$ cat config.mk
export PLATFORM = sky130hd
export DESIGN_NAME = tws_slave_tx
export DESIGN_NICKNAME = d
export VERILOG_FILES = /design/src/tws_pkg.sv /design/src/tws_line_if.sv /design/src/tws_pin_sync.sv /design/src/tws_shift.sv /design/src/tws_slave_tx.sv
export SDC_FILE = /design/constraint.sdc
export NUM_CORES = 1
export LEC_CHECK = 0
export ABC_CLOCK_PERIOD_IN_PS = 2100
export BUFFER_PORTS_ARGS = -buffer_cell sky130_fd_sc_hd__buf_2
export CAP_MARGIN = 10
export CORE_MARGIN = 2
export CORE_UTILIZATION = 54
export DETAILED_ROUTE_END_ITERATION = 6
export HOLD_SLACK_MARGIN = 0.15
export MAX_ROUTING_LAYER = met4
export PLACE_DENSITY = 0.8
export REMOVE_ABC_BUFFERS = 1
export SLEW_MARGIN = 20
export SYNTH_ARGS = -nofsm -noshare
export SYNTH_HDL_FRONTEND = slang
export SYNTH_SLANG_ARGS = --single-unit
$ cat constraint.sdc
create_clock -name core_clk -period 2.1 [get_ports core_clk]
set_input_delay 0.42 -clock core_clk [delete_from_list [all_inputs] [get_ports core_clk]]
set_output_delay 0.42 -clock core_clk [all_outputs]
set_load 0.01 [all_outputs]
$ cat src/tws_pkg.sv
// constants, types and decode helpers for the two-wire slave transmitter
// Notes on behaviour
// - The upper seven own-address bits are the slave address and bit 0 enables answering general call 0x00.
// - Own or general call address is acknowledged only while ack_enable is one.
// - A matching address with direction one enters slave transmit, otherwise slave receive.
// - After own address and direction are received the flag is set and a valid status code is shown.
// - A read address after lost master arbitration enters slave transmit with status 0xB0.
// - With ack_enable cleared the current byte is the last and ends in 0xC0 on NACK or 0xC8 on ACK.
// - After the last byte the block is unaddressed and the master only reads ones.
// - Status 0xC8 is reported when the master acknowledges the final byte.
// - While ack_enable is zero the own address is ignored but the bus is still watched.
// - Setting ack_enable again restores address recognition at any moment.
// - While the flag is set the clock line is held low.
// - Writing one to the flag clears it and no new bus operation starts while it is set.
package tws_pkg;
  // register byte offsets
  localparam logic [7:0] OFS_OWN = 8'h00;
  localparam logic [7:0] OFS_CTRL = 8'h04;
  localparam logic [7:0] OFS_STAT = 8'h08;
  localparam logic [7:0] OFS_DATA = 8'h0C;
  localparam logic [7:0] OFS_IRQ_ST = 8'h10;
  localparam logic [7:0] OFS_IRQ_MK = 8'h14;
  // bus_control bit positions
  localparam int CTL_FLAG = 7;
  localparam int CTL_ACK = 6;
  localparam int CTL_STA = 5;
  localparam int CTL_STO = 4;
  localparam int CTL_WCOL = 3;
  localparam int CTL_EN = 2;
  localparam int CTL_IE = 0;
  // interrupt status bit positions and width
  localparam int IRQ_EVT = 0;
  localparam int IRQ_WCOL = 1;
  localparam int IRQ_W = 2;
  // fixed status codes and the general call address
  localparam logic [7:0] CODE_ARB_READ = 8'hB0;
  localparam logic [7:0] CODE_LAST_NACK = 8'hC0;
  localparam logic [7:0] CODE_LAST_ACK = 8'hC8;
  localparam logic [7:0] GC_ADDR = 8'h00;
  // reset values, bits per byte and response codes
  localparam logic [7:0] RST_OWN = 8'h00;
  localparam logic [7:0] RST_DATA = 8'hFF;
  localparam logic [3:0] BITS_PER_BYTE = 4'h8;
  localparam logic [1:0] RESP_OKAY = 2'h0;
  localparam logic [1:0] RESP_SLVERR = 2'h2;
  // register index returned by the decoder
  localparam logic [2:0] IDX_OWN = 3'h0;
  localparam logic [2:0] IDX_CTRL = 3'h1;
  localparam logic [2:0] IDX_STAT = 3'h2;
  localparam logic [2:0] IDX_DATA = 3'h3;
  localparam logic [2:0] IDX_IRQ_ST = 3'h4;
  localparam logic [2:0] IDX_IRQ_MK = 3'h5;
  localparam logic [2:0] IDX_NONE = 3'h7;

  typedef enum logic [2:0] {
    S_IDLE = 3'b000,
    S_ADDR = 3'b001,
    S_AACK = 3'b010,
    S_WAIT = 3'b011,
    S_TX = 3'b100,
    S_TACK = 3'b101,
    S_SRX = 3'b110
  } tws_state_e;

  // address decode shared by the read and write paths
  function automatic logic [2:0] tws_reg_idx(input logic [7:0] a);
    case (a)
      OFS_OWN: return IDX_OWN;
      OFS_CTRL: return IDX_CTRL;
      OFS_STAT: return IDX_STAT;
      OFS_DATA: return IDX_DATA;
      OFS_IRQ_ST: return IDX_IRQ_ST;
      OFS_IRQ_MK: return IDX_IRQ_MK;
      default: return IDX_NONE;
    endcase
  endfunction
endpackage

$ cat src/tws_line_if.sv
// synchronised bus line levels and events between sampler and engine
`timescale 1ns/1ps
`default_nettype none
interface tws_line_if;
  logic sda_lvl;
  logic scl_rise;
  logic scl_fall;
  logic start_seen;
  logic stop_seen;
  modport src (output sda_lvl, scl_rise, scl_fall, start_seen, stop_seen);
  modport dst (input sda_lvl, scl_rise, scl_fall, start_seen, stop_seen);
endinterface
`default_nettype wire

$ cat src/tws_pin_sync.sv
// two-stage synchronisers and edge, start and stop detection for the pins
`timescale 1ns/1ps
`default_nettype none
module tws_pin_sync
  import tws_pkg::*;
(
  input wire logic core_clk,
  input wire logic rst,
  input wire logic scl_in,
  input wire logic sda_in,
  tws_line_if.src ln
);
  logic scl_m, scl_s, scl_d;
  logic sda_m, sda_s, sda_d;

  // first stage feeds only the second; third stage gives the edge history
  always_ff @(posedge core_clk) begin
    if (rst) begin
      {scl_m, scl_s, scl_d} <= 3'h7;
      {sda_m, sda_s, sda_d} <= 3'h7;
    end else begin
      {scl_m, scl_s, scl_d} <= {scl_in, scl_m, scl_s};
      {sda_m, sda_s, sda_d} <= {sda_in, sda_m, sda_s};
    end
  end

  // data change while clock high marks start or stop
  assign ln.sda_lvl = sda_s;
  assign ln.scl_rise = scl_s & ~scl_d;
  assign ln.scl_fall = ~scl_s & scl_d;
  assign ln.start_seen = scl_s & scl_d & sda_d & ~sda_s;
  assign ln.stop_seen = scl_s & scl_d & ~sda_d & sda_s;
endmodule
`default_nettype wire

$ cat src/tws_shift.sv
// byte shift register, msb leaves first, new bits enter at the bottom
`timescale 1ns/1ps
`default_nettype none
module tws_shift #(
  parameter int WIDTH = 8
) (
  input wire logic core_clk,
  input wire logic rst,
  input wire logic load,
  input wire logic [WIDTH-1:0] load_val,
  input wire logic shift_en,
  input wire logic shift_bit,
  output logic [WIDTH-1:0] q
);
  // load wins over shift; both never coincide in the engine
  always_ff @(posedge core_clk) begin
    if (rst) begin
      q <= '1;
    end else if (load) begin
      q <= load_val;
    end else if (shift_en) begin
      q <= {q[WIDTH-2:0], shift_bit};
    end
  end
endmodule
`default_nettype wire

$ cat src/tws_slave_tx.sv
// two-wire slave transmitter with an axi4-lite register port
`timescale 1ns/1ps
`default_nettype none
module tws_slave_tx
  import tws_pkg::*;
#(
  parameter logic [7:0] IDLE_CODE = 8'hF8,
  parameter logic [7:0] ST_ADDR_CODE = 8'hA8,
  parameter logic [7:0] ST_DATA_ACK_CODE = 8'hB8,
  parameter logic [7:0] SR_ADDR_CODE = 8'h60
) (
  input wire logic core_clk,
  input wire logic rst,
  input wire logic awvalid,
  output logic awready,
  input wire logic [7:0] awaddr,
  input wire logic wvalid,
  output logic wready,
  input wire logic [31:0] wdata,
  input wire logic [3:0] wstrb,
  output logic bvalid,
  input wire logic bready,
  output logic [1:0] bresp,
  input wire logic arvalid,
  output logic arready,
  input wire logic [7:0] araddr,
  output logic rvalid,
  input wire logic rready,
  output logic [31:0] rdata,
  output logic [1:0] rresp,
  input wire logic scl_in,
  output logic scl_out,
  output logic scl_oe,
  input wire logic sda_in,
  output logic sda_out,
  output logic sda_oe,
  input wire logic master_arb_lost,
  output logic irq
);
  tws_line_if ln ();
  tws_state_e state;
  logic [7:0] own_slave_address;
  logic [7:0] bus_data_byte;
  logic [7:0] bus_status_code;
  logic [7:0] shreg;
  logic [3:0] bit_cnt;
  logic [IRQ_W-1:0] irq_status;
  logic [IRQ_W-1:0] irq_mask;
  logic bus_event_flag, ack_enable, start_request, stop_request;
  logic write_collision_flag, interface_enable, event_irq_enable;
  logic sda_drive, scl_hold, last_byte, read_dir, arb_pend, master_ack;
  logic aw_hold, w_hold;
  logic [7:0] aw_addr;
  logic [31:0] w_data;
  logic [3:0] w_strb;
  logic wr_fire, wr_en, ar_fire;
  logic [2:0] w_idx, r_idx;
  logic addr_hit, set_flag, clr_flag, wcol_evt, data_wr;
  logic sh_load, sh_shift, sh_bit;
  logic [7:0] next_code;
  logic [31:0] next_rdata;

  tws_pin_sync u_sync (
    .core_clk(core_clk),
    .rst(rst),
    .scl_in(scl_in),
    .sda_in(sda_in),
    .ln(ln)
  );

  tws_shift #(.WIDTH(8)) u_shift (
    .core_clk(core_clk),
    .rst(rst),
    .load(sh_load),
    .load_val(bus_data_byte),
    .shift_en(sh_shift),
    .shift_bit(sh_bit),
    .q(shreg)
  );

  // open-drain pins: only ever pull low
  assign scl_out = 1'b0;
  assign sda_out = 1'b0;
  assign scl_oe = scl_hold;
  assign sda_oe = sda_drive;

  // address match; general call is only a write address
  assign addr_hit = ack_enable &
    ((shreg[7:1] == own_slave_address[7:1]) |
     (own_slave_address[0] & (shreg[7:1] == GC_ADDR[7:1]) & ~shreg[0]));

  // shifter control: address bits enter on rise, data leaves on fall
  assign sh_load = (state == S_WAIT) & ~bus_event_flag;
  assign sh_shift = ((state == S_ADDR) & ln.scl_rise &
                     (bit_cnt != BITS_PER_BYTE)) |
                    ((state == S_TX) & ln.scl_fall);
  assign sh_bit = (state == S_ADDR) ? ln.sda_lvl : 1'b1;

  // flag events at the fall closing an acknowledge bit
  assign set_flag = ln.scl_fall & ((state == S_AACK) | (state == S_TACK));

  // status code chosen for the coming flag event
  always_comb begin
    next_code = IDLE_CODE;
    if (state == S_AACK) begin
      if (!read_dir) begin
        next_code = SR_ADDR_CODE;
      end else if (arb_pend) begin
        next_code = CODE_ARB_READ;
      end else begin
        next_code = ST_ADDR_CODE;
      end
    end else if (!master_ack) begin
      next_code = CODE_LAST_NACK;
    end else if (last_byte) begin
      next_code = CODE_LAST_ACK;
    end else begin
      next_code = ST_DATA_ACK_CODE;
    end
  end

  // bus engine; edges are ignored while the clock is being held
  always_ff @(posedge core_clk) begin
    if (rst) begin
      state <= S_IDLE;
      bit_cnt <= 4'h0;
      sda_drive <= 1'b0;
      read_dir <= 1'b0;
      last_byte <= 1'b0;
      master_ack <= 1'b0;
    end else if (!interface_enable || ln.stop_seen) begin
      state <= S_IDLE;
      sda_drive <= 1'b0;
    end else if (ln.start_seen && !bus_event_flag) begin
      state <= S_ADDR;
      bit_cnt <= 4'h0;
      sda_drive <= 1'b0;
    end else begin
      case (state)
        S_ADDR: begin
          if (ln.scl_rise && bit_cnt != BITS_PER_BYTE) begin
            bit_cnt <= bit_cnt + 4'h1;
          end
          if (ln.scl_fall && bit_cnt == BITS_PER_BYTE) begin
            if (addr_hit) begin
              sda_drive <= 1'b1;
              read_dir <= shreg[0];
              state <= S_AACK;
            end else begin
              state <= S_IDLE;
            end
          end
        end
        S_AACK: begin
          if (ln.scl_fall) begin
            sda_drive <= 1'b0;
            state <= read_dir ? S_WAIT : S_SRX;
          end
        end
        S_WAIT: begin
          if (!bus_event_flag) begin
            last_byte <= ~ack_enable;
            sda_drive <= ~bus_data_byte[7];
            bit_cnt <= 4'h0;
            state <= S_TX;
          end
        end
        S_TX: begin
          if (ln.scl_fall) begin
            bit_cnt <= bit_cnt + 4'h1;
            if (bit_cnt == BITS_PER_BYTE - 4'h1) begin
              sda_drive <= 1'b0;
              state <= S_TACK;
            end else begin
              sda_drive <= ~shreg[6];
            end
          end
        end
        S_TACK: begin
          if (ln.scl_rise) begin
            master_ack <= ~ln.sda_lvl;
          end
          if (ln.scl_fall) begin
            // after the last byte stay off the line: master reads ones
            state <= (!master_ack || last_byte) ? S_IDLE : S_WAIT;
          end
        end
        S_SRX: begin
          state <= S_SRX; // receive path waits for stop or start
        end
        default: begin
          state <= S_IDLE;
        end
      endcase
    end
  end

  // clock stretch begins at the flag's fall and ends the cycle after the flag clears
  always_ff @(posedge core_clk) begin
    if (rst) begin
      scl_hold <= 1'b0;
    end else if (set_flag) begin
      scl_hold <= 1'b1;
    end else if (!bus_event_flag) begin
      scl_hold <= 1'b0;
    end
  end

  // arbitration loss from the master side is remembered until addressed
  always_ff @(posedge core_clk) begin
    if (rst) begin
      arb_pend <= 1'b0;
    end else if (master_arb_lost) begin
      arb_pend <= 1'b1;
    end else if (set_flag && state == S_AACK) begin
      arb_pend <= 1'b0;
    end
  end

  // axi write: address and data are taken independently, then applied
  assign awready = ~aw_hold & ~bvalid;
  assign wready = ~w_hold & ~bvalid;
  assign wr_fire = aw_hold & w_hold & ~bvalid;
  assign w_idx = tws_reg_idx(aw_addr);
  assign wr_en = wr_fire & w_strb[0];
  assign arready = ~rvalid;
  assign ar_fire = arvalid & ~rvalid;
  assign r_idx = tws_reg_idx(araddr);

  always_ff @(posedge core_clk) begin
    if (rst) begin
      aw_hold <= 1'b0;
      w_hold <= 1'b0;
      aw_addr <= 8'h00;
      w_data <= 32'h0000_0000;
      w_strb <= 4'h0;
      bvalid <= 1'b0;
      bresp <= RESP_OKAY;
    end else begin
      if (awvalid && awready) begin
        aw_hold <= 1'b1;
        aw_addr <= awaddr;
      end
      if (wvalid && wready) begin
        w_hold <= 1'b1;
        w_data <= wdata;
        w_strb <= wstrb;
      end
      if (wr_fire) begin
        aw_hold <= 1'b0;
        w_hold <= 1'b0;
        bvalid <= 1'b1;
        bresp <= (w_idx == IDX_NONE) ? RESP_SLVERR : RESP_OKAY;
      end else if (bvalid && bready) begin
        bvalid <= 1'b0;
      end
    end
  end

  // writable control and address fields
  always_ff @(posedge core_clk) begin
    if (rst) begin
      own_slave_address <= RST_OWN;
      ack_enable <= 1'b0;
      start_request <= 1'b0;
      stop_request <= 1'b0;
      interface_enable <= 1'b0;
      event_irq_enable <= 1'b0;
      irq_mask <= '0;
    end else if (wr_en) begin
      case (w_idx)
        IDX_OWN: own_slave_address <= w_data[7:0];
        IDX_CTRL: begin
          ack_enable <= w_data[CTL_ACK];
          start_request <= w_data[CTL_STA];
          stop_request <= w_data[CTL_STO];
          interface_enable <= w_data[CTL_EN];
          event_irq_enable <= w_data[CTL_IE];
        end
        IDX_IRQ_MK: irq_mask <= w_data[IRQ_W-1:0];
        default: own_slave_address <= own_slave_address;
      endcase
    end
  end

  // data byte; a write while the bus owns it is a collision
  assign data_wr = wr_en & (w_idx == IDX_DATA);
  assign wcol_evt = data_wr & ~bus_event_flag;
  always_ff @(posedge core_clk) begin
    if (rst) begin
      bus_data_byte <= RST_DATA;
      write_collision_flag <= 1'b0;
    end else if (wcol_evt) begin
      write_collision_flag <= 1'b1;
    end else if (data_wr) begin
      bus_data_byte <= w_data[7:0];
      write_collision_flag <= 1'b0;
    end
  end

  // flag and status; a hardware set beats a same-cycle software clear
  assign clr_flag = wr_en & (w_idx == IDX_CTRL) & w_data[CTL_FLAG];
  always_ff @(posedge core_clk) begin
    if (rst) begin
      bus_event_flag <= 1'b0;
      bus_status_code <= IDLE_CODE;
    end else if (set_flag) begin
      bus_event_flag <= 1'b1;
      bus_status_code <= next_code;
    end else if (clr_flag) begin
      bus_event_flag <= 1'b0;
      bus_status_code <= IDLE_CODE;
    end
  end

  // sticky interrupt causes, write one to clear, set wins
  always_ff @(posedge core_clk) begin
    if (rst) begin
      irq_status <= '0;
    end else begin
      for (int i = 0; i < IRQ_W; i++) begin
        if ((i == IRQ_EVT && set_flag) || (i == IRQ_WCOL && wcol_evt)) begin
          irq_status[i] <= 1'b1;
        end else if (wr_en && w_idx == IDX_IRQ_ST && w_data[i]) begin
          irq_status[i] <= 1'b0;
        end
      end
    end
  end

  assign irq = |(irq_status & irq_mask);

  // read mux; unused bits read zero
  always_comb begin
    next_rdata = 32'h0000_0000;
    case (r_idx)
      IDX_OWN: next_rdata[7:0] = own_slave_address;
      IDX_CTRL: begin
        next_rdata[CTL_FLAG] = bus_event_flag;
        next_rdata[CTL_ACK] = ack_enable;
        next_rdata[CTL_STA] = start_request;
        next_rdata[CTL_STO] = stop_request;
        next_rdata[CTL_WCOL] = write_collision_flag;
        next_rdata[CTL_EN] = interface_enable;
        next_rdata[CTL_IE] = event_irq_enable;
      end
      IDX_STAT: next_rdata[7:0] = bus_status_code;
      IDX_DATA: next_rdata[7:0] = bus_data_byte;
      IDX_IRQ_ST: next_rdata[IRQ_W-1:0] = irq_status;
      IDX_IRQ_MK: next_rdata[IRQ_W-1:0] = irq_mask;
      default: next_rdata = 32'h0000_0000;
    endcase
  end

  // read answer one cycle after the address is taken
  always_ff @(posedge core_clk) begin
    if (rst) begin
      rvalid <= 1'b0;
      rdata <= 32'h0000_0000;
      rresp <= RESP_OKAY;
    end else if (ar_fire) begin
      rvalid <= 1'b1;
      rdata <= next_rdata;
      rresp <= (r_idx == IDX_NONE) ? RESP_SLVERR : RESP_OKAY;
    end else if (rvalid && rready) begin
      rvalid <= 1'b0;
    end
  end
endmodule
`default_nettype wire

==> out/qor.txt, run 1 <==
======================================================================================
Result of the run ....................................................... finished clean
CP Data Required Time ...................................................      2.40 ns
Unrepaired setup endpoints after global routing .........................        false
Antenna diode count .....................................................            0
Reg2reg setup slack .....................................................      0.16 ns
Fraction of the yosys area taken by sequential cells ....................        40.4%
Final cycle utilization of the critical path ............................        92.6%
Combined area of all synthesized cells ..................................   4460 sq um
Insertion delay to the later sink of the worst-skew pair ................      0.37 ns
Arrival time at the worst endpoint ......................................      2.25 ns
Min Hold Slack ..........................................................     0.229 ns
Global-route wire length before repair ..................................      15.9 mm
Average wire per cell in the routed design ..............................      14.3 um
Origin of the critical flop-to-flop path ................................   bit_cnt[0]
Hold Buf Count CTS ......................................................            0
Commonest register cell after synthesis ................................. sky130_fd_sc_hd__dfxtp_1
Post-synthesis instance total ...........................................          516
Total negative slack ....................................................         0 ns
Largest voltage drop on the vdd net .....................................     0.322 mV
Die Span X ..............................................................      94.9 um
Number of buffers created by CTS ........................................            9
Die Y-Extent ............................................................      94.9 um
Hold_sp .................................................................       sda_in
Setup CP Type ...........................................................   reg -> reg
Cell types occupying the most area after synthesis ...................... sky130_fd_sc_hd__dfxtp_1 (40%), sky130_fd_sc_hd__mux2i_1 (8.7%), sky130_fd_sc_hd__nor2_1 (5.5%)
Buffers from clock root to sink, at most ................................            2
Pin count of the biggest net entering global routing ....................           83
Final count of hold timing violations ...................................            0
Final Skew ..............................................................   0.00680 ns
Simple-Gate Fraction of Synth Area ......................................        22.3%
Aggregate global routing overflow .......................................            0
Longest individual stage delay on the worst path ........................      0.53 ns
TritonCTS clock tree ....................................................         done
1st-pass router iterations ..............................................            4
Number of distinct standard cells referenced by the synthesized netlist .           61
Number of port buffers ..................................................           52
Top cells by count, synth ............................................... sky130_fd_sc_hd__dfxtp_1 (90), sky130_fd_sc_hd__nor2_1 (65), sky130_fd_sc_hd__nand2_1 (47), sky130_fd_sc_hd__a21oi_1 (41), sky130_fd_sc_hd__mux2i_1 (39)
Detailed-route via count ................................................         3804
Power density relative to cell area .....................................  630 nW/um^2
Combinational family with the most area after synthesis ................. simple AND/OR/NAND/NOR gates
# setup viols final .....................................................            0
Worst setup slack before clock tree synthesis ...........................     0.184 ns
Worst Path Max Fanout ...................................................            5
Number of fill cells ....................................................          720
Relative slew slack .....................................................        57.9%
Shortest clock period the worst path allows after layout ................      1.94 ns
Total number of nets in the final design ................................          637
Max Fclk ................................................................      514 MHz
Layout-stage area growth over the synthesis result ......................        11.5%
Post-synthesis adder-cell area fraction .................................       0.561%
GRT Util Overall ........................................................        23.4%
Hold Path Depth .........................................................            2
Number of DRC markers after the initial detailed-route iteration ........          187
Least-Margin Pin Slew ...................................................     0.630 ns
Count of cells along the worst register-to-register path ................            7
Fin worst setup slack ...................................................     0.156 ns
Level count of the clock H-tree .........................................            3
Maximum Capacitance Violations ..........................................            0
Mux cell area share after synthesis .....................................        13.3%
Clock slew at reported path FFs .........................................      0.09 ns
Fraction of layout cells with a size suffix above 1 .....................        20.8%
Post-detailed-route count of antenna-violating nets .....................            0
Drt via density .........................................................         5.57
Buffer count from post-CTS setup fixing .................................            0
Count of pins over their slew limit .....................................            0
Avg Inst Size Synth .....................................................   8.65 sq um
Most repeated library cell on the critical path ......................... sky130_fd_sc_hd__a21oi_1
Path class of the lowest-slack min-delay path ...........................    in -> reg
Worst setup EP type .....................................................    flip-flop
Share of synthesized flip-flops with an asynchronous set or reset .......           0%
Num Clock Sinks .........................................................           90
Hold Crit Endpoint ...................................................... u_sync.sda_m
Post-synthesis share of cell area spent on xor and xnor gates ...........        1.37%
Number of enable flip-flop cells after synthesis ........................            0
HPWL after detailed placement ...........................................      7.09 mm
Total of flip-flops plus latches after synthesis ........................           90
Largest area contributor in the synthesized netlist ..................... sky130_fd_sc_hd__dfxtp_1
Vias in the first global route ..........................................         3425
Synth warn ..............................................................            0
Count leader, synth ..................................................... sky130_fd_sc_hd__dfxtp_1
Leakage power ...........................................................      1.99 nW
Initial cell density of the core ........................................        55.1%
Top-level port count ....................................................          108
Clock root buffer master ................................................ sky130_fd_sc_hd__clkbuf_8
Post-synth top area share ...............................................        40.4%
Cell Rows ...............................................................           33
Startpoint type of the worst setup path .................................    flip-flop
Compound-cell area share of the yosys netlist ...........................        13.6%
Core region area ........................................................   8090 sq um
Die area ................................................................   9010 sq um
CP Cell Sequence ........................................................ inv_1, ha_1, nand3b_1, a21oi_1, o221a_4, or4b_1, a21oi_1
DRC violations left .....................................................            0
Routed Wire Length ......................................................      9.79 mm
Antenna violations before repair ........................................            0
Placer congestion estimate ..............................................        0.937
Capture instance of the worst register-to-register path .................   bit_cnt[1]
Post-cts repair resize count ............................................            0
CP max stage cell ....................................................... sky130_fd_sc_hd__or4b_1
======================================================================================
## per-layer routing
| layer | up-vias | global-route usage [%] | wire, um |
|---|---|---|---|
| li1 | 1866 | - | - |
| met1 | 1785 | 28.9 | 4460 |
| met2 | 136 | 37.8 | 4570 |
| met3 | 17 | 3.75 | 523 |
| met4 | 0 | 10.7 | 229 |
| met5 | - | - | 0 |
## power breakdown
part	total, mW	internal [mW]	switching [mW]
Combinational	0.294	0.116	0.179
Sequential	1.78	1.74	0.0375
Clock	1.06	0.432	0.627
## final cells by class
class                      count  area, sq um  share of cell area (%)
clock buffer                  10          128                    2.57
clock inverter                 6         42.5                   0.855
inverter                      18         67.6                    1.36
multi-input combinational    383         2390                    48.0
sequential                    90         1800                    36.2
tap                          105          131                    2.64
timing repair buffer          71          415                    8.35
## cells in the final DEF, fill, tap and decap left out, types with 2 or more instances in the layout
| cell | synthesis | routed |
|---|---|---|
| sky130_fd_sc_hd__dfxtp_1 | 90 | 90 |
| sky130_fd_sc_hd__nor2_1 | 65 | 65 |
| sky130_fd_sc_hd__buf_2 | 3 | 52 |
| sky130_fd_sc_hd__nand2_1 | 47 | 47 |
| sky130_fd_sc_hd__a21oi_1 | 41 | 41 |
| sky130_fd_sc_hd__mux2i_1 | 39 | 39 |
| sky130_fd_sc_hd__conb_1 | 1 | 28 |
| sky130_fd_sc_hd__o21ai_0 | 24 | 24 |
| sky130_fd_sc_hd__inv_1 | 18 | 18 |
| sky130_fd_sc_hd__buf_4 | 30 | 18 |
| sky130_fd_sc_hd__nor3_1 | 13 | 13 |
| sky130_fd_sc_hd__nand3_1 | 11 | 11 |
| sky130_fd_sc_hd__clkbuf_8 | 0 | 9 |
| sky130_fd_sc_hd__or2_2 | 8 | 8 |
| sky130_fd_sc_hd__mux2_2 | 8 | 8 |
| sky130_fd_sc_hd__nor2b_1 | 7 | 7 |
| sky130_fd_sc_hd__xnor2_1 | 7 | 7 |
| sky130_fd_sc_hd__nand4_1 | 7 | 7 |
| sky130_fd_sc_hd__nand4b_1 | 6 | 6 |
| sky130_fd_sc_hd__nand2b_1 | 6 | 6 |
| sky130_fd_sc_hd__mux4_2 | 5 | 5 |
| sky130_fd_sc_hd__nor4_1 | 4 | 4 |
| sky130_fd_sc_hd__nand3b_1 | 4 | 4 |
| sky130_fd_sc_hd__a31oi_1 | 3 | 3 |
| sky130_fd_sc_hd__a22oi_1 | 3 | 3 |
| sky130_fd_sc_hd__a31o_2 | 3 | 3 |
| sky130_fd_sc_hd__a211oi_1 | 3 | 3 |
| sky130_fd_sc_hd__or4_1 | 3 | 3 |
| sky130_fd_sc_hd__or3_4 | 2 | 2 |
| sky130_fd_sc_hd__o221ai_1 | 2 | 2 |
| sky130_fd_sc_hd__o31ai_1 | 2 | 2 |
| sky130_fd_sc_hd__and2_1 | 2 | 2 |
| sky130_fd_sc_hd__a32oi_1 | 2 | 2 |
| sky130_fd_sc_hd__ha_1 | 2 | 2 |
| sky130_fd_sc_hd__clkinv_2 | 0 | 2 |
| sky130_fd_sc_hd__clkinvlp_4 | 0 | 2 |
## worst max-delay path by stage
stage                          start              endpoint  slack (ns)  cells past startpoint
after detailed placement  bit_cnt[0]            bit_cnt[1]        0.18                      7
final                     bit_cnt[0]            bit_cnt[1]        0.16                      7
after global placement    bit_cnt[0]            bit_cnt[1]        0.24                      7
after global routing        state[0]          u_shift.q[1]        0.04                      7
after floorplan           aw_addr[5]  own_slave_address[0]        0.12                      5
after CTS                 bit_cnt[0]            bit_cnt[1]        0.16                      7
## sequential cells by signal, summed over array words and instances (netlist names), 2 cells and up
name               cells
aw_addr                8
bit_cnt                4
own_slave_address      8
bus_data_byte          8
irq_mask               2
u_shift.q              8
irq_status             2
state                  3
bus_status_code        5
w_data                 8
rdata                  8
## cells by family after synthesis
family                     count (synthesis)
AOI/OAI and AO/OA                         97
xor gates and xnor gates                   7
adders and majority gates                  2
buffers and inverters                     70
DFF                                       90
muxes                                     52
other                                      1
and+or+nand+nor                          197
## worst max-delay path, delay by kind of cell (launching register included)
kind	cells	cell delay, ns
AO/OA/AOI/OAI	3	0.55
adder cells (fa/ha/maj)	1	0.20
AND/OR/NAND/NOR	2	0.69
buffers and inverters	1	0.08
flip-flops	1	0.38
## per-stage QoR
| step | area (sq um) | total power, mW | util, % | cells |
|---|---|---|---|---|
| 5_1_grt | 4970 | 3.26 | 61.5 | 683 |
| 4_1_cts | 4970 | 3.16 | 61.5 | 683 |
| 6_report | 4970 | 3.13 | 61.5 | 683 |
| 3_3_place_gp | 4800 | 2.10 | 59.4 | 667 |
| 3_5_place_dp | 4800 | 2.11 | 59.4 | 667 |
| 2_1_floorplan | 4250 | 1.99 | - | 491 |
(Power assumes the default switching activity.)
==> run 2: changes to the inputs <==
- CORE_ASPECT_RATIO: unset -> 0.8
- CORE_MARGIN: 2 -> unset
==> run 2 against run 1 <==
Against the previous run: die area decreased by 4.1%; critical path depth decreased by 1; flip-flop and latch count unchanged; wire length increased by 8.0%; clock power increased by 9%; register-to-register slack got worse by 0.02 ns; highest routed layer unchanged.
==> out/qor.txt, run 2 (synthesis gave the netlist of run 1 again) <==
===============================================================================
Result of the run ................................................ finished clean
Detail Route met2 WL .............................................      4.67 mm   +2.0%
Final Power ......................................................      3.24 mW   +3.4%
Final Core Density ...............................................        62.4%   +0.97 points
Die Y-Extent .....................................................      83.3 um   -12%
Hold Buf Count CTS ...............................................            0   unchanged
DRC violations left ..............................................            0   unchanged
Routed Wire Length ...............................................      10.6 mm   +8.0%
Final count of hold timing violations ............................            0   unchanged
Relative slew slack ..............................................        61.5%   +3.6 points
Aggregate global routing overflow ................................            0   unchanged
Detailed-route via count .........................................         3917   +3.0%
Initial cell density of the core .................................        55.9%   +0.76 points
Largest voltage drop on the vdd net ..............................     0.452 mV   +41%
Die area .........................................................   8630 sq um   -4.1%
Unrepaired setup endpoints after global routing ..................        false
Max Fclk .........................................................      508 MHz   -1.2%
Count of pins over their slew limit ..............................            0   unchanged
Worst setup slack before clock tree synthesis ....................     0.172 ns   -0.0127 ns
Level count of the clock H-tree ..................................            3   unchanged
Final Skew .......................................................    0.0171 ns   +0.0103 ns
Global-route wire length before repair ...........................      17.6 mm   +10%
Core region area .................................................   7980 sq um   -1.4%
Antenna violations before repair .................................            0   unchanged
Worst Path Max Fanout ............................................           11   +6
Leakage power ....................................................      2.00 nW   +0.44%
Vias in the first global route ...................................         3645   +6.4%
Leading cell type in the layout, fill and taps excluded .......... sky130_fd_sc_hd__dfxtp_1
HPWL after detailed placement ....................................      7.65 mm   +8.0%
Buffer count from post-CTS setup fixing ..........................            0   unchanged
Top-level port count .............................................          108   unchanged
Final standard cell area without fillers .........................   4980 sq um   +0.20%
Number of non-filler instances in the completed layout ...........          686   +0.44%
Buffers from clock root to sink, at most .........................            2   unchanged
Pin count of the biggest net entering global routing .............           56   -33%
Longest individual stage delay on the worst path .................      0.60 ns   +0.07 ns
CP max stage cell ................................................ sky130_fd_sc_hd__dfxtp_1
TritonCTS clock tree .............................................         done
Min Hold Slack ...................................................     0.216 ns   -0.0125 ns
Maximum Capacitance Violations ...................................            0   unchanged
Least-Margin Pin Slew ............................................     0.576 ns   -0.0538 ns
Total negative slack .............................................         0 ns   unchanged
Worst setup EP type ..............................................    flip-flop
CP Data Required Time ............................................      2.36 ns   -0.04 ns
Clock root buffer master ......................................... sky130_fd_sc_hd__clkbuf_8
Path class of the lowest-slack min-delay path ....................    in -> reg
Number of buffers created by CTS .................................            9   unchanged
GRT Util Overall .................................................        26.5%   +3.1 points
Metal-1 WL .......................................................      4.72 mm   +5.8%
Insertion delay to the later sink of the worst-skew pair .........      0.38 ns   about the same
Drt via density ..................................................         5.71   +2.5%
Count of placed standard cells including taps ....................          670   +0.45%
Total placed instance area .......................................   4800 sq um   -0.18%
Number of DRC markers after the initial detailed-route iteration .          268   +43%
Highest routed metal layer .......................................         met4
Number of port buffers ...........................................           52   unchanged
Post-cts repair resize count .....................................            0   unchanged
Fraction of layout cells with a size suffix above 1 ..............        20.9%   +0.17 points
Cell Rows ........................................................           29   -12%
CP Cell Sequence ................................................. nand3b_1, nor2_1, buf_4, mux2_2, mux2i_1, nand2_1
Post-detailed-route count of antenna-violating nets ..............            0   unchanged
Clock slew at reported path FFs ..................................      0.10 ns   about the same
Die Span X .......................................................       104 um   +9.2%
Startpoint type of the worst setup path ..........................    flip-flop
Num Clock Sinks ..................................................           90   unchanged
Placer congestion estimate .......................................        0.978   +4.4%
Fin worst setup slack ............................................     0.132 ns   -0.0235 ns
Setup CP Type ....................................................   reg -> reg
Metal3 WL ........................................................       945 um   +81%
Final cycle utilization of the critical path .....................        93.7%   +1.1 points
Power density relative to cell area ..............................  650 nW/um^2   +3.2%
Commonest cells after routing, fill and taps aside ............... sky130_fd_sc_hd__dfxtp_1 (90), sky130_fd_sc_hd__nor2_1 (65), sky130_fd_sc_hd__buf_2 (52), sky130_fd_sc_hd__nand2_1 (47), sky130_fd_sc_hd__a21oi_1 (41)
1st-pass router iterations .......................................            5   +1
# setup viols final ..............................................            0   unchanged
Shortest clock period the worst path allows after layout .........      1.97 ns   +0.0235 ns
Total number of nets in the final design .........................          637   unchanged
Layout-stage area growth over the synthesis result ...............        11.7%
Arrival time at the worst endpoint ...............................      2.23 ns   -0.02 ns
Antenna diode count ..............................................            0   unchanged
Average wire per cell in the routed design .......................      15.4 um   +7.5%
===============================================================================
[run 2: changes by cell type in the layout (fill, tap and decap cells not counted)]
cell and delta:
sky130_fd_sc_hd__inv_8 +2, sky130_fd_sc_hd__buf_12 -1, sky130_fd_sc_hd__inv_6 +2, sky130_fd_sc_hd__clkbuf_1 -1
sky130_fd_sc_hd__buf_4 +1, sky130_fd_sc_hd__clkinv_2 -2, sky130_fd_sc_hd__clkinvlp_4 -1
[run 2: power breakdown]
group | total (mW) | internal [mW] | switching (mW)
registers | 1.78 | 1.74 | 0.0393
clock network | 1.16 | 0.461 | 0.703
logic | 0.294 | 0.113 | 0.181
total | 3.24 | 2.32 | 0.923
[run 2: worst paths after layout]
kind	start	to	slack, ns	cells after the start
setup reg to reg	state[1]	u_shift.q[5]	0.13	6
hold / removal	rready	rvalid	0.22	2
hold reg to reg	u_sync.sda_m	u_sync.ln.sda_lvl	0.42	1
setup / recovery	state[1]	u_shift.q[5]	0.13	6
[run 2: layer usage]
| metal | vias to the layer above | global-route usage (%) |
|---|---|---|
| met4 | 0 | 10.1 |
| met1 | 1822 | 35.4 |
| met5 | - | - |
| met2 | 197 | 39.0 |
| met3 | 31 | 6.20 |
| li1 | 1867 | - |
[run 2: layout make-up]
class	count	area, sq um
well taps	108	135
multi-input cells	383	2390
clock inverters	7	65.1
clock buffers	9	124
flip-flops and latches	90	1800
repair buffers	71	403
inverters	18	67.6
fillers	694	3000
[run 2: worst max-delay path: cells and delay by family, from the launching register on]
family,cells,cell delay [ns]
flops,1,0.60
mux,2,0.50
buf+inv,1,0.20
simple gates,3,0.55
==> run 3: changes to the inputs <==
- CORE_UTILIZATION: 54 -> 30
- PLACE_DENSITY: 0.8 -> unset
==> run 3 against run 2 <==
Against the previous run: the run now ends with design-rule violations left; utilization is 26 points lower; clock-buffer cell count up 1; hold slack gained 0.041 ns; setup slack better by 0.040 ns; clock power grew 56%; die area is 78% higher; final area up 5.0%; critical path depth grew 1; via count down 3.8%; first-iteration DRC count is 13% lower; sequential share of layout area fell by 1.7 points; global-route usage decreased by 11 points.
==> out/qor.txt, run 3 (synthesis gave the netlist of run 1 again) <==
===============================================================================
Result of the run ................................................ finished, violations left
Violated checks .................................................. design-rule violations
1st-pass router iterations .......................................            7   +2
Leakage power ....................................................      2.07 nW   +3.5%
Final count of hold timing violations ............................            0   unchanged
DRC violations left ..............................................           14   +14
CP Cell Sequence ................................................. inv_1, ha_1, nand3b_1, a21oi_1, o221a_4, or4b_1, a21oi_1
Most repeated library cell on the critical path .................. sky130_fd_sc_hd__a21oi_1
Arrival time at the worst endpoint ...............................      2.21 ns   -0.02 ns
Count of placed standard cells including taps ....................          747   +11%
Aggregate global routing overflow ................................            0   unchanged
Shortest clock period the worst path allows after layout .........      1.93 ns   -0.0403 ns
Antenna diode count ..............................................            0   unchanged
Longest individual stage delay on the worst path .................      0.52 ns   -0.08 ns
Final Core Density ...............................................        36.4%   -26 points
Buffers from clock root to sink, at most .........................            2   unchanged
Largest voltage drop on the vdd net ..............................     0.375 mV   -17%
Clock root buffer master ......................................... sky130_fd_sc_hd__clkbuf_16
Leading cell type in the layout, fill and taps excluded .......... sky130_fd_sc_hd__dfxtp_1
Commonest cells after routing, fill and taps aside ............... sky130_fd_sc_hd__dfxtp_1 (89), sky130_fd_sc_hd__nor2_1 (65), sky130_fd_sc_hd__buf_2 (52), sky130_fd_sc_hd__nand2_1 (47), sky130_fd_sc_hd__a21oi_1 (41)
Final standard cell area without fillers .........................   5240 sq um   +5.0%
Core region area .................................................  14400 sq um   +80%
Total number of nets in the final design .........................          638   +0.16%
CP max stage cell ................................................ sky130_fd_sc_hd__or4b_1
Number of fill cells .............................................         1440   +110%
Final Skew .......................................................   0.00709 ns   -0.0100 ns
Die area .........................................................  15400 sq um   +78%
Count of pins over their slew limit ..............................            0   unchanged
Global-route wire length before repair ...........................      17.9 mm   +2.0%
Met3 Track Usage GR ..............................................        3.46%   -2.7 points
HPWL after detailed placement ....................................      8.15 mm   +6.5%
Number of DRC markers after the initial detailed-route iteration .          232   -13%
Top-level port count .............................................          108   unchanged
Level count of the clock H-tree ..................................            3   unchanged
Placer congestion estimate .......................................        0.858   -12%
Number of port buffers ...........................................           52   unchanged
Cell Rows ........................................................           39   +34%
CP Data Required Time ............................................      2.38 ns   +0.02 ns
Final cycle utilization of the critical path .....................        91.8%   -1.9 points
Antenna violations before repair .................................            0   unchanged
Clock slew at reported path FFs ..................................      0.07 ns   -0.03 ns
Layout-stage area growth over the synthesis result ...............        17.3%
Power density relative to cell area ..............................  744 nW/um^2   +15%
Average wire per cell in the routed design .......................      14.5 um   -5.8%
Die Y-Extent .....................................................       111 um   +33%
Path class of the lowest-slack min-delay path ....................    in -> reg
# setup viols final ..............................................            0   unchanged
Total placed instance area .......................................   4900 sq um   +2.1%
TritonCTS clock tree .............................................         done
Relative slew slack ..............................................        66.6%   +5.0 points
GRT Util Overall .................................................        15.2%   -11 points
Num Clock Sinks ..................................................           90   unchanged
Unrepaired setup endpoints after global routing ..................        false
Buffer count from post-CTS setup fixing ..........................            0   unchanged
Max Fclk .........................................................      519 MHz   +2.1%
Detailed-route via count .........................................         3767   -3.8%
Least-Margin Pin Slew ............................................     0.495 ns   -0.0810 ns
Die Span X .......................................................       138 um   +34%
Worst Path Max Fanout ............................................            5   -6
Worst setup EP type ..............................................    flip-flop
Met2 GRT Util ....................................................        22.6%   -16 points
Drt via density ..................................................         4.94   -14%
Worst setup slack before clock tree synthesis ....................     0.184 ns   +0.0122 ns
GRT busiest layer ................................................         met2
Routed Wire Length ...............................................      11.1 mm   +4.8%
Startpoint type of the worst setup path ..........................    flip-flop
Post-detailed-route count of antenna-violating nets ..............            0   unchanged
Insertion delay to the later sink of the worst-skew pair .........      0.34 ns   -0.04 ns
Total negative slack .............................................         0 ns   unchanged
Pin count of the biggest net entering global routing .............           31   -45%
Met1 GRT Util ....................................................        20.5%   -15 points
Initial cell density of the core .................................        31.0%   -25 points
Fraction of layout cells with a size suffix above 1 ..............        21.2%   +0.31 points
Fin worst setup slack ............................................     0.172 ns   +0.0403 ns
Number of non-filler instances in the completed layout ...........          763   +11%
Number of buffers created by CTS .................................            9   unchanged
Setup CP Type ....................................................   reg -> reg
Vias in the first global route ...................................         3536   -3.0%
Maximum Capacitance Violations ...................................            0   unchanged
===============================================================================
## run 3: path summary, 6_finish.rpt
kind	from	endpoint	slack, ns	depth (start not counted)
min	rready	rvalid	0.26	2
min reg2reg	u_sync.sda_m	u_sync.ln.sda_lvl	0.41	1
max reg2reg	bit_cnt[0]	bit_cnt[1]	0.17	7
max	bit_cnt[0]	bit_cnt[1]	0.17	7
## run 3: layout make-up
| type | count | area (sq um) | area share (%) |
|---|---|---|---|
| multi-input combinational | 383 | 2390 | 45.6 |
| sequential | 90 | 1800 | 34.4 |
| timing repair buffer | 72 | 410 | 7.84 |
| clock buffer | 10 | 239 | 4.57 |
| tap | 184 | 230 | 4.40 |
| clock inverter | 6 | 96.3 | 1.84 |
| inverter | 18 | 67.6 | 1.29 |
## run 3: report_power, final
part	internal, mW	leakage [nW]	switching (mW)	total [mW]
Sequential	1.74	0.732	0.0402	1.78
Combinational	0.121	1.17	0.186	0.307
Clock	1.09	0.162	0.713	1.81
## run 3: per-stage QoR
stage / hold WS, ns / power, mW
after global placement: 0.398 / 2.12
after global routing: 0.246 / 4.05
final: 0.257 / 3.90
after floorplan: 0.389 / 1.99
after CTS: 0.246 / 3.93
after detailed placement: 0.399 / 2.13
## run 3: layer usage
metal	part of all wire (%)	up-vias	wire length (um)
met5	0	-	0
met4	1.1	0	125
met3	5.9	10	651
met2	43	128	4760
met1	50	1758	5550
li1	-	1871	-
## run 3: worst max-delay path: cells and delay by family, from the launching register on
family / cells / cell delay (ns)
AOI/OAI and AO/OA: 3 / 0.55
adders and majority gates: 1 / 0.19
buffers and inverters: 1 / 0.07
DFF: 1 / 0.37
and+or+nand+nor: 2 / 0.69
## run 3: repair_timing
action / 4_1_cts / 5_1_grt
resized for setup: 0 / 1
hold buffers: 0 / 0
endpoints found under the setup margin: 0 / 3
